===== src/shared/cwd_pkg.sv =====
// Constants and state layout for the CPU watchdog timer.
// Assumes a 200 MHz system clock and a 16-bit host I/O address space.
`default_nettype none
package cwd_pkg;
  localparam logic [15:0] CWD_PORT_ADDR = 16'h0443;
  localparam logic [7:0] CWD_CODE_MIN = 8'h01;
  localparam logic [7:0] CWD_CODE_MAX = 8'h3E;
  localparam logic [7:0] CWD_RDATA_RST = 8'h00;
  localparam int unsigned CWD_CLK_PERIOD_NS = 5;
  localparam int unsigned CWD_SEC_NS = 1000000000;
  localparam int unsigned CWD_SEC_CYCLES_DEF = CWD_SEC_NS / CWD_CLK_PERIOD_NS;
  localparam int unsigned CWD_RST_PULSE_NS = 100;
  localparam logic [7:0] CWD_RST_PULSE_CYC = 8'((CWD_RST_PULSE_NS +
    CWD_CLK_PERIOD_NS - 1) / CWD_CLK_PERIOD_NS);

  typedef struct packed {
    logic active;
    logic [7:0] secs;
    logic [31:0] presc;
    logic [7:0] pulse;
    logic [7:0] rdata;
    logic cpu_rst;
  } cwd_state_s;

  localparam cwd_state_s CWD_STATE_RST = '{
    active: 1'b0, secs: 8'h00, presc: 32'h00000000, pulse: 8'h00,
    rdata: CWD_RDATA_RST, cpu_rst: 1'b0};
endpackage : cwd_pkg
`default_nettype wire


===== src/verilog/cwd_top.sv =====
// CPU watchdog timer reached through one host I/O port.
// Assumes io_* strobes are single-cycle and synchronous to clk.
//
// Contract
// - Expired countdown pulses the CPU reset.
// - Port write enables and loads timeout byte.
// - Codes 01 to 3E give 1-62 seconds.
// - Each rewrite restarts countdown from new value.
// - Port read disables the watchdog.
`default_nettype none
module cwd_top
  import cwd_pkg::*;
#(
  parameter int unsigned SEC_CYCLES = CWD_SEC_CYCLES_DEF
) (
  input wire logic clk,
  input wire logic rst_n,
  input wire logic [15:0] io_addr,
  input wire logic io_wr,
  input wire logic io_rd,
  input wire logic [7:0] io_wdata,
  output logic [7:0] io_rdata,
  output logic wd_active,
  output logic cpu_rst
);
  cwd_state_s st;
  cwd_state_s next_st;
  logic hit_wr;
  logic hit_rd;
  logic code_ok;
  logic wr_ok;
  logic tick;
  logic expire;

  assign hit_wr = io_wr && (io_addr == CWD_PORT_ADDR);
  assign hit_rd = io_rd && (io_addr == CWD_PORT_ADDR);
  // Out-of-range codes are dropped so a stray byte cannot arm a 0 s timer
  assign code_ok = (io_wdata >= CWD_CODE_MIN) &&
    (io_wdata <= CWD_CODE_MAX);
  assign wr_ok = hit_wr && code_ok;
  assign tick = st.presc == 32'(SEC_CYCLES - 1);
  assign expire = st.active && tick && (st.secs == 8'h01);

  always_comb begin
    next_st = st;
    if (st.pulse != 8'h00) begin
      next_st.pulse = st.pulse - 8'h01;
    end
    if (st.active) begin
      if (tick) begin
        next_st.presc = 32'h00000000;
        next_st.secs = st.secs - 8'h01;
      end else begin
        next_st.presc = st.presc + 32'h00000001;
      end
    end
    if (expire) begin
      next_st.active = 1'b0;
      next_st.pulse = CWD_RST_PULSE_CYC;
    end
    if (hit_rd) begin
      next_st.rdata = st.secs;
      next_st.active = 1'b0;
    end
    // A write in the same cycle as expiry or a read wins: software is alive
    if (wr_ok) begin
      next_st.active = 1'b1;
      next_st.secs = io_wdata;
      next_st.presc = 32'h00000000;
      if (expire) begin
        next_st.pulse = st.pulse - ((st.pulse != 8'h00) ? 8'h01 : 8'h00);
      end
    end
    next_st.cpu_rst = next_st.pulse != 8'h00;
  end

  always_ff @(posedge clk) begin
    if (!rst_n) begin
      st <= CWD_STATE_RST;
    end else begin
      st <= next_st;
    end
  end

  assign io_rdata = st.rdata;
  assign wd_active = st.active;
  assign cpu_rst = st.cpu_rst;
endmodule : cwd_top
`default_nettype wire


===== config.mk =====
export PLATFORM = sky130hd
export DESIGN_NAME = cwd_top
export DESIGN_NICKNAME = d
export VERILOG_FILES = /design/src/shared/cwd_pkg.sv /design/src/verilog/cwd_top.sv
export SDC_FILE = /design/constraint.sdc
export NUM_CORES = 1
export LEC_CHECK = 0
export BUFFER_PORTS_ARGS = -buffer_cell sky130_fd_sc_hd__clkbuf_2
export CORE_ASPECT_RATIO = 1.4
export CORE_MARGIN = 2
export CORE_UTILIZATION = 50
export CTS_CLUSTER_SIZE = 16
export DETAILED_ROUTE_END_ITERATION = 8
export PLACE_DENSITY = 0.7
export REMOVE_ABC_BUFFERS = 1
export SYNTH_ARGS = -nofsm -noshare
export SYNTH_HDL_FRONTEND = slang
export SYNTH_SLANG_ARGS = --single-unit
export TNS_END_PERCENT = 10

===== constraint.sdc =====
create_clock -name clk -period 2.77 [get_ports clk]
set_input_delay 0.6925 -clock clk [delete_from_list [all_inputs] [get_ports clk]]
set_output_delay 0.6925 -clock clk [all_outputs]
set_load 0.02 [all_outputs]

==> flow_metrics.env, run 1 <==
export IMPL_wl_mm=7.121
export IMPL_cts_resized=0
export IMPL_tightest_slew_ns=0.7766
export IMPL_antenna_found_initial=0
export IMPL_p_leak_nw=1.444
export IMPL_synth_ff_type="dfxtp_1"
export IMPL_fmax_ghz=0.3845
export IMPL_grt_overflow=0
export IMPL_dieArea_sq_um=7045
export IMPL_place_gp_congestion=0.7920
export IMPL_period_share=0.9390
export IMPL_drt_met1_wl_mm=2.967
export IMPL_drc=0
export IMPL_grt_pass1_wl_mm=12.01
export IMPL_start_util=0.5137
export IMPL_place_area_sq_um=3438
export IMPL_highest_layer="met4"
export IMPL_root_buffer="clkbuf_8"
export IMPL_netSwitchingPower_uw=832.5
export IMPL_synth_async_reset_ratio=0
export IMPL_cts_tree="yes"
export IMPL_required_ns=3.02
export IMPL_rsz0062_at_grt="false"
export IMPL_yosys_warnings=0
export IMPL_pin_count=38
export IMPL_vias_per_cell=5.657
export IMPL_clkPwrFrac=0.310
export IMPL_internal_power_mw=1.758
export IMPL_fp_dieH_um=98.52
export IMPL_gr_usage_all_layers=0.2129
export IMPL_wl_met2_mm=3.808
export IMPL_p_per_area_nw_per_um2=710.0
export IMPL_dr_total_vias=2772
export IMPL_hp_class="reg2reg"
export IMPL_num_antenna_cells=0
export IMPL_drtIter0Drc=145
export IMPL_core_area_sq_um=6211
export IMPL_cts_buffers=9
export IMPL_worst_path_max_fanout=4
export IMPL_p_sw_frac=0.3214
export IMPL_hold_viol=0
export IMPL_ant_nets=0
export IMPL_grt_max_degree=33
export IMPL_clock_path_buffers=2
export IMPL_drive_above_1_share=0.1866
export IMPL_clock_latency_ns=0.34
export IMPL_synth_cell_types=54
export IMPL_power_frac_seq=0.356
export IMPL_status="finished, final reports clean"
export IMPL_total_power_mw=2.590
export IMPL_first_pass_iters=4
export IMPL_vdd_drop_max_mv=0.4102
export IMPL_maxCapViolations=0
export IMPL_die_x_um=71.51
export IMPL_nNetsFinal=448
export IMPL_synth_seq_cells=58
export IMPL_end_kind="flip-flop"
export IMPL_slew_headroom=0.4817
export IMPL_post_cts_buffers=0
export IMPL_rows=34
export IMPL_syn_avg_cell_area_sq_um=8.508
export IMPL_start_kind="flip-flop"
export IMPL_routed_wl_met3_um=252
export IMPL_ctsHtreeMaxLevel=3
export IMPL_cts_clk_slew_worst_paths_ns=0.06
export IMPL_dp_hpwl_mm=5.168
export IMPL_io_buffers=37
export IMPL_synth_edff_count=0
export IMPL_critPathArrivalTime_ns=2.85
export IMPL_fillers=584
export IMPL_drv_slew=0
export IMPL_fin_crit_ns=2.601
export IMPL_final_cell_area_sq_um=3649
export IMPL_wl_per_cell_um=14.53
export IMPL_cts_sinks=58
export IMPL_finalSetupViolCount=0
export IMPL_area_growth_pct=14.35
export IMPL_worstSetupPathType="reg2reg"
export IMPL_netlist_instances=375
export IMPL_ys_seq_area_frac=0.3639
export IMPL_worst_clock_skew_ns=0.007551
export IMPL_comb_power_share=0.335
export IMPL_grt_pass1_vias=2607
export IMPL_syn_cell_area_sq_um=3191
export IMPL_hold_buffers=0
-- critical path: stages, from the launching register on --
cell      delay [ns]
dfxtp_1         0.32
or4_1           0.54
nor3_2          0.24
inv_2           0.07
ha_1            0.20
ha_1            0.20
buf_4           0.15
a21boi_0        0.29
nor4bb_2        0.11
nand4b_1        0.11
o22ai_1         0.08
a41oi_1         0.20
-- worst paths after layout --
path / start / endpoint / cells past startpoint / slack, ns
setup reg to reg: st[12] / cpu_rst / 11 / 0.17
hold reg to reg: io_rdata[1] / io_rdata[1] / 2 / 0.49
setup / recovery: st[12] / cpu_rst / 11 / 0.17
hold / removal: io_rdata[1] / io_rdata[1] / 2 / 0.49
-- synth_stat cells, types with 8 or more instances --
library cell | instances | area share
and3_1 | 8 | 0.016
xnor2_1 | 23 | 0.063
a21oi_1 | 13 | 0.020
nor4_1 | 12 | 0.024
nor3_1 | 12 | 0.019
xor2_1 | 16 | 0.044
buf_4 | 8 | 0.019
nand4_1 | 13 | 0.025
nand2_1 | 22 | 0.026
nor2_1 | 65 | 0.076
dfxtp_1 | 58 | 0.36
mux2i_1 | 9 | 0.028
inv_1 | 10 | 0.012
nand3_1 | 10 | 0.016
-- per-layer routing --
metal,vias to the layer above,GRT usage
li1,1397,-
met1,1323,0.2399
met2,44,0.3860
met3,8,0.05624
met4,0,0.06241
met5,-,0
-- layout by cell type, fill, tap and decap left out, types with 4 or more instances in the layout --
| master | instances |
|---|---|
| nor4b_1 | 5 |
| and4_1 | 6 |
| xor2_1 | 16 |
| nand4b_1 | 4 |
| nand4_1 | 13 |
| o21ai_0 | 4 |
| nor4_1 | 12 |
| and3_1 | 8 |
| clkbuf_2 | 37 |
| mux2i_1 | 9 |
| nand2b_1 | 5 |
| nand3_1 | 10 |
| clkbuf_8 | 11 |
| nor2b_1 | 5 |
| xnor2_1 | 23 |
| nand2_1 | 22 |
| nor2_1 | 65 |
| or3_1 | 4 |
| buf_4 | 10 |
| dfxtp_1 | 58 |
| a211oi_1 | 6 |
| nor3_1 | 12 |
| inv_1 | 10 |
| ha_1 | 7 |
| a21oi_1 | 13 |
-- registers in the layout, summed over array words and instances, names as in the netlist --
register,flops
wd_active,1
cpu_rst,1
io_rdata,8
st,48
-- power groups by stage --
stage	Clock, mW	Combinational (mW)	Sequential (mW)
after global placement	0	0.821	0.935
after CTS	0.817	0.840	0.920
final	0.802	0.867	0.922
after floorplan	0	0.585	0.951
after detailed placement	0	0.834	0.938
after global routing	0.853	0.942	0.925
-- cell families after synthesis --
logic type / share of synthesized area
buffers and inverters: 0.05137
adder cells (fa/ha/maj): 0.02745
AO/OA/AOI/OAI: 0.05843
flip-flops: 0.3639
AND/OR/NAND/NOR: 0.3553
multiplexers: 0.03647
XOR/XNOR: 0.1071
-- metrics by stage --
step | setup TNS [ns] | setup slack (ns) | cells | util | hold WS (ns)
3_5_place_dp | 0 | 0.05695 | 474 | 0.5536 | 0.4831
3_3_place_gp | 0 | 0.1344 | 474 | 0.5536 | 0.4760
2_1_floorplan | -1.522 | -0.05653 | 354 | - | 0.4675
6_report | 0 | 0.1691 | 490 | 0.5874 | 0.4927
5_1_grt | 0 | 0.04135 | 490 | 0.5874 | 0.5452
4_1_cts | 0 | 0.1447 | 490 | 0.5864 | 0.4989
-- cell type report --
cell class                 instances  area, sq um  share of cell area
timing repair buffer              48        280.3             0.07682
clock inverter                     5        52.55             0.01440
multi-input combinational        285         1872              0.5130
sequential                        58         1161              0.3182
clock buffer                      11        151.4             0.04150
tap                               72        90.09             0.02469
inverter                          11        41.29             0.01132
Note: power is estimated with default switching activity, not from simulation.
==> run 2, diff against run 1 <==
--- a/config.mk
+++ b/config.mk
@@ -5,14 +5,17 @@
 export SDC_FILE = /design/constraint.sdc
 export NUM_CORES = 1
 export LEC_CHECK = 0
+export ABC_AREA = 1
 export BUFFER_PORTS_ARGS = -buffer_cell sky130_fd_sc_hd__clkbuf_2
+export CAP_MARGIN = 20
 export CORE_ASPECT_RATIO = 1.4
 export CORE_MARGIN = 2
 export CORE_UTILIZATION = 50
 export CTS_CLUSTER_SIZE = 16
 export DETAILED_ROUTE_END_ITERATION = 8
-export PLACE_DENSITY = 0.7
+export PLACE_DENSITY = 0.69
 export REMOVE_ABC_BUFFERS = 1
+export SLEW_MARGIN = 20
 export SYNTH_ARGS = -nofsm -noshare
 export SYNTH_HDL_FRONTEND = slang
 export SYNTH_SLANG_ARGS = --single-unit
==> run 2 against run 1 <==
  * Global-route usage down 0.31 points
  * Synthesized area up 15%
  * Flip-flop and latch count unchanged
  * First-iteration DRC count up 17%
  * Die area up 14%
  * Non-clock buffer count down 11
  * Hold slack worse by 0.027 ns
  * Maximum frequency up 4.3%
  * Cell area up 11%
  * Sequential power down 2%
  * Highest routed layer unchanged
==> flow_metrics.env, run 2 <==
export IMPL_finalSetupViolCount=0
export IMPL_synth_seq_cells=58
export IMPL_synth_edff_count=0
export IMPL_fp_dieH_um=105.2
export IMPL_cts_resized=0
export IMPL_drc=0
export IMPL_yosys_warnings=0
export IMPL_synth_top_family_by_area="simple AND/OR/NAND/NOR gates"
export IMPL_final_cell_mix="132 x nand2_1, 89 x nor2_1, 64 x inv_1, 58 x dfxtp_1, 37 x clkbuf_2"
export IMPL_required_ns=2.99
export IMPL_worstSetupPathType="reg2reg"
export IMPL_hold_viol=0
export IMPL_hold_buffers=0
export IMPL_rsz0062_at_grt="false"
export IMPL_worst_clock_skew_ns=0.01043
export IMPL_netlist_instances=543
export IMPL_synth_most_common_cell="nand2_1"
export IMPL_cpPeakStageDelay_ns=0.35
export IMPL_synthXorXnorAreaFrac=0.04791
export IMPL_antenna_found_initial=0
export IMPL_cts_clk_slew_worst_paths_ns=0.07
export IMPL_ys_seq_area_frac=0.3176
export IMPL_ant_nets=0
export IMPL_die_x_um=76.27
export IMPL_p_leak_nw=1.793
export IMPL_wl_mm=7.891
export IMPL_dp_hpwl_mm=6.117
export IMPL_drive_above_1_share=0.1667
export IMPL_worst_path_max_fanout=6
export IMPL_cts_buffers=9
export IMPL_synth_top_area_frac=0.3176
export IMPL_largest_register_ffs=48
export IMPL_synth_cell_types=42
export IMPL_final_cell_area_sq_um=4055
export IMPL_tns_ns=0
export IMPL_yosys_area_share_simple=0.4107
export IMPL_wl_per_cell_um=11.66
export IMPL_ctsHtreeMaxLevel=3
export IMPL_clock_path_buffers=2
export IMPL_synthAdderAreaFrac=0.02396
export IMPL_end_kind="flip-flop"
export IMPL_synthMuxAreaShare=0
export IMPL_start_kind="flip-flop"
export IMPL_period_share=0.9000
export IMPL_post_cts_buffers=0
export IMPL_area_growth_pct=10.92
export IMPL_place_ws_ns=0.2821
export IMPL_synth_area_leaders="dfxtp_1 32%, nand2_1 14%, nor2_1 9.1%"
export IMPL_critPathArrivalTime_ns=2.71
export IMPL_start_util=0.5203
export IMPL_grt_overflow=0
export IMPL_synth_ff_type="dfxtp_1"
export IMPL_maxCapViolations=0
export IMPL_vdd_drop_max_mv=0.3333
export IMPL_dieArea_sq_um=8022
export IMPL_nNetsFinal=612
export IMPL_root_buffer="clkbuf_8"
export IMPL_ys_top_cells_by_count="132 x nand2_1, 89 x nor2_1, 64 x inv_1"
export IMPL_clock_latency_ns=0.35
export IMPL_hp_class="reg2reg"
export IMPL_io_buffers=37
export IMPL_grt_pass1_wl_mm=13.69
export IMPL_grt_max_degree=18
export IMPL_cp_common_cell="nor2_1"
export IMPL_grt_pass1_vias=3181
export IMPL_drtIter0Drc=169
export IMPL_regMostFlops="st"
export IMPL_vias_per_cell=4.994
export IMPL_synth_async_reset_ratio=0
export IMPL_mostFrequentLayoutCell="nand2_1"
export IMPL_path_cells="nor2_1, nand2_1, nor2_1, inv_1, ha_1, ha_1, inv_1, nor2_1, nor2_1, nand3_1, nand2_1, nand2_1, inv_1, nand2_1, nor2_1, a21oi_1"
export IMPL_syn_avg_cell_area_sq_um=6.733
export IMPL_fillers=710
export IMPL_setup_ws_ns=0.2770
export IMPL_status="finished, final reports clean"
export IMPL_cts_tree="yes"
export IMPL_num_antenna_cells=0
export IMPL_place_area_sq_um=3857
export IMPL_drv_slew=0
export IMPL_p_per_area_nw_per_um2=588.4
export IMPL_synth_compound_gate_area_share=0.09617
export IMPL_core_area_sq_um=7027
export IMPL_syn_cell_area_sq_um=3656
export IMPL_first_pass_iters=5
export IMPL_fmax_ghz=0.4011
export IMPL_yosys_area_top_type="dfxtp_1"
export IMPL_cpMaxStageDelayCell="dfxtp_1"
export IMPL_tightest_slew_ns=0.5111
export IMPL_place_gp_congestion=0.9480
export IMPL_slew_headroom=0.6572
export IMPL_pin_count=38
export IMPL_dr_total_vias=3381
export IMPL_gr_usage_all_layers=0.2097
export IMPL_rows=36
export IMPL_fin_crit_ns=2.493
export IMPL_cts_sinks=58
-- run 2: cell types whose count changed in the layout (fill, tap and decap cells not counted), sizes merged, moves of 12 or more --
cell   previous run  this run
inv              11        71
nand2            22       143
nor2             65       105
xnor2            23         6
nor4             14         1
nand3            11        23
o21ai             4        27
-- run 2: through the flow --
step | hold slack, ns | std cells | power, mW | utilization
3_3_place_gp | 0.4513 | 661 | 1.602 | 0.5490
5_1_grt | 0.4889 | 677 | 2.578 | 0.5771
6_report | 0.4654 | 677 | 2.386 | 0.5771
2_1_floorplan | 0.4384 | 529 | 1.453 | -
3_5_place_dp | 0.4588 | 661 | 1.604 | 0.5490
4_1_cts | 0.4683 | 677 | 2.400 | 0.5771
-- run 2: power breakdown --
group | internal, mW | switching (mW) | total, mW
combinational | 0.251 | 0.437 | 0.689
clock | 0.464 | 0.328 | 0.792
sequential | 0.877 | 0.0289 | 0.906
total | 1.59 | 0.794 | 2.39
-- run 2: final timing paths --
| check | startpoint | end | slack (ns) | depth (start not counted) |
|---|---|---|---|---|
| max | st[13] | cpu_rst | 0.28 | 16 |
| min | io_rdata[5] | io_rdata[5] | 0.47 | 2 |
| max reg2reg | st[13] | cpu_rst | 0.28 | 16 |
| min reg2reg | io_rdata[5] | io_rdata[5] | 0.47 | 2 |
-- run 2: cell families (layout without fill, tap and decap cells) --
family	count (synthesis)	after routing
xor+xnor	20	20
buf+inv	87	126
simple gates	307	307
flops	58	58
compound gates	64	64
fa+ha+maj	7	7
-- run 2: metal layers --
layer,wire length [um],part of all wire,GRT usage,up-vias
met1,3256,0.41,0.2224,1527
met2,4169,0.53,0.3906,63
li1,-,-,-,1776
met3,283,0.036,0.04491,15
met4,180,0.023,0.09610,0
met5,0,0,0,-
-- run 2: final cells by class --
cell class	count	area [sq um]	area share
clock buffers	14	162.7	0.04011
clock inverters	2	35.03	0.008639
inverters	73	276.5	0.06819
multi-input cells	398	2116	0.5218
flip-flops and latches	58	1161	0.2863
well taps	95	118.9	0.02931
repair buffers	37	185.2	0.04567
-- run 2: worst max-delay path: cells and delay by family, from the launching register on --
family	cells	cell delay [ns]
flops	1	0.35
simple gates	10	1.18
buf+inv	3	0.29
compound gates	1	0.08
fa+ha+maj	2	0.46
==> run 3, diff against run 2 <==
--- a/config.mk
+++ b/config.mk
@@ -13,7 +13,7 @@
 export CORE_UTILIZATION = 50
 export CTS_CLUSTER_SIZE = 16
 export DETAILED_ROUTE_END_ITERATION = 8
-export PLACE_DENSITY = 0.69
+export PLACE_DENSITY = 0.81
 export REMOVE_ABC_BUFFERS = 1
 export SLEW_MARGIN = 20
 export SYNTH_ARGS = -nofsm -noshare
==> run 3 against run 2 <==
  * Power hardly changed
  * Hold slack worse by 0.0044 ns
  * Clock power is 0.6% lower
  * Critical path depth did not move
  * Register-to-register slack improved by 0.07 ns
  * Clock skew is 0.00066 ns lower
  * Flip-flop and latch count unchanged
  * Combinational power barely moved
  * First-iteration DRC count is 16% higher
  * Via count increased by 0.77%
  * Routed wire length is 1.4% lower
  * Global-route usage down 0.24 points
  * Largest cell class unchanged
  * Largest power group unchanged
==> flow_metrics.env, run 3 (synthesis results as in run 2) <==
export IMPL_place_gp_congestion=0.8873
export IMPL_hold_buffers=0
export IMPL_start_util=0.5203
export IMPL_final_cell_mix="132 x nand2_1, 89 x nor2_1, 64 x inv_1, 58 x dfxtp_1, 37 x clkbuf_2"
export IMPL_rsz0062_at_grt="false"
export IMPL_wl_per_cell_um=11.49
export IMPL_grt_use_met2=0.3887
export IMPL_root_buffer="clkbuf_8"
export IMPL_end_kind="flip-flop"
export IMPL_place_ws_ns=0.3754
export IMPL_first_pass_iters=5
export IMPL_nNetsFinal=612
export IMPL_fmax_ghz=0.4128
export IMPL_dieArea_sq_um=8022
export IMPL_comb_power_share=0.290
export IMPL_p_per_area_nw_per_um2=588.2
export IMPL_dr_total_vias=3407
export IMPL_grt_pass1_wl_mm=13.56
export IMPL_pin_count=38
export IMPL_fillers=680
export IMPL_total_power_mw=2.385
export IMPL_io_buffers=37
export IMPL_ant_nets=0
export IMPL_utilization=0.5771
export IMPL_num_antenna_cells=0
export IMPL_maxCapViolations=0
export IMPL_worstSetupPathType="reg2reg"
export IMPL_finalSetupViolCount=0
export IMPL_core_area_sq_um=7027
export IMPL_antenna_found_initial=0
export IMPL_grt_overflow=0
export IMPL_tightest_slew_ns=0.5180
export IMPL_cts_tree="yes"
export IMPL_grt_busiest_layer="met2"
export IMPL_vdd_drop_max_mv=0.2645
export IMPL_worst_clock_skew_ns=0.009762
export IMPL_start_kind="flip-flop"
export IMPL_largest_register_ffs=48
export IMPL_worst_path_max_fanout=6
export IMPL_regMostFlops="st"
export IMPL_clock_path_buffers=2
export IMPL_post_cts_buffers=0
export IMPL_slew_headroom=0.6542
export IMPL_grt_pass1_vias=3331
export IMPL_mostFrequentLayoutCell="nand2_1"
export IMPL_power_frac_seq=0.380
export IMPL_internal_power_mw=1.592
export IMPL_hold_viol=0
export IMPL_tns_ns=0
export IMPL_dp_hpwl_mm=5.986
export IMPL_netSwitchingPower_uw=793.6
export IMPL_setup_ws_ns=0.3473
export IMPL_rrSetupSlack_ns=0.35
export IMPL_use_met3=0.04318
export IMPL_cts_sinks=58
export IMPL_grt_max_degree=18
export IMPL_gr_usage_all_layers=0.2073
export IMPL_fp_dieH_um=105.2
export IMPL_wl_mm=7.779
export IMPL_hp_class="reg2reg"
export IMPL_critPathArrivalTime_ns=2.64
export IMPL_drtIter0Drc=196
export IMPL_clock_latency_ns=0.34
export IMPL_hold_slack_ns=0.4610
export IMPL_grtUsageMet1=0.2125
export IMPL_required_ns=2.99
export IMPL_p_sw_frac=0.3327
export IMPL_cts_resized=0
export IMPL_clkPwrFrac=0.330
export IMPL_period_share=0.8746
export IMPL_fin_crit_ns=2.423
export IMPL_die_x_um=76.27
export IMPL_cts_clk_slew_worst_paths_ns=0.06
export IMPL_drive_above_1_share=0.1667
export IMPL_ctsHtreeMaxLevel=3
export IMPL_drv_slew=0
export IMPL_drc=0
export IMPL_area_growth_pct=10.92
export IMPL_vias_per_cell=5.032
export IMPL_cts_buffers=9
export IMPL_status="finished, final reports clean"
export IMPL_p_leak_nw=1.793
export IMPL_rows=36
## run 3: critical path, stage by stage (launching register included)
cell,delay (ns)
dfxtp_1,0.34
nor2_1,0.19
nand2_1,0.16
nor2_1,0.19
inv_1,0.14
ha_1,0.22
ha_1,0.22
inv_1,0.06
nor2_1,0.06
nor2_1,0.12
nand3_1,0.09
nand2_1,0.08
nand2_1,0.05
inv_1,0.08
nand2_1,0.06
nor2_1,0.15
a21oi_1,0.09
## run 3: cell type report
| cell class | count | area, sq um | share of cell area |
|---|---|---|---|
| multi-input cells | 398 | 2116 | 0.5218 |
| flip-flops and latches | 58 | 1161 | 0.2863 |
| inverters | 73 | 276.5 | 0.06819 |
| well taps | 95 | 118.9 | 0.02931 |
| clock inverters | 2 | 35.03 | 0.008639 |
| clock buffers | 14 | 162.7 | 0.04011 |
| repair buffers | 37 | 185.2 | 0.04567 |
## run 3: final timing paths
path | endpoint | startpoint | depth (start not counted)
max | cpu_rst | st[13] | 16
min | st[32] | st[32] | 2
max reg2reg | cpu_rst | st[13] | 16
min reg2reg | st[32] | st[32] | 2
## run 3: power groups by stage
stage / Clock, mW / Sequential (mW) / Combinational (mW)
2_1_floorplan: 0 / 0.920 / 0.533
3_3_place_gp: 0 / 0.922 / 0.686
3_5_place_dp: 0 / 0.925 / 0.683
4_1_cts: 0.809 / 0.906 / 0.690
5_1_grt: 0.836 / 0.912 / 0.811
6_report: 0.787 / 0.906 / 0.692
## run 3: through the flow
| stage | instances | instance area, sq um |
|---|---|---|
| global placement | 661 | 3857 |
| floorplan | 529 | 3553 |
| finish | 677 | 4055 |
| detailed placement | 661 | 3857 |
| global route | 677 | 4055 |
| CTS | 677 | 4055 |
## run 3: routing by layer
| layer | up-vias | part of all wire |
|---|---|---|
| met4 | 0 | 0.033 |
| met5 | - | 0 |
| met1 | 1530 | 0.41 |
| li1 | 1779 | - |
| met3 | 21 | 0.041 |
| met2 | 77 | 0.52 |
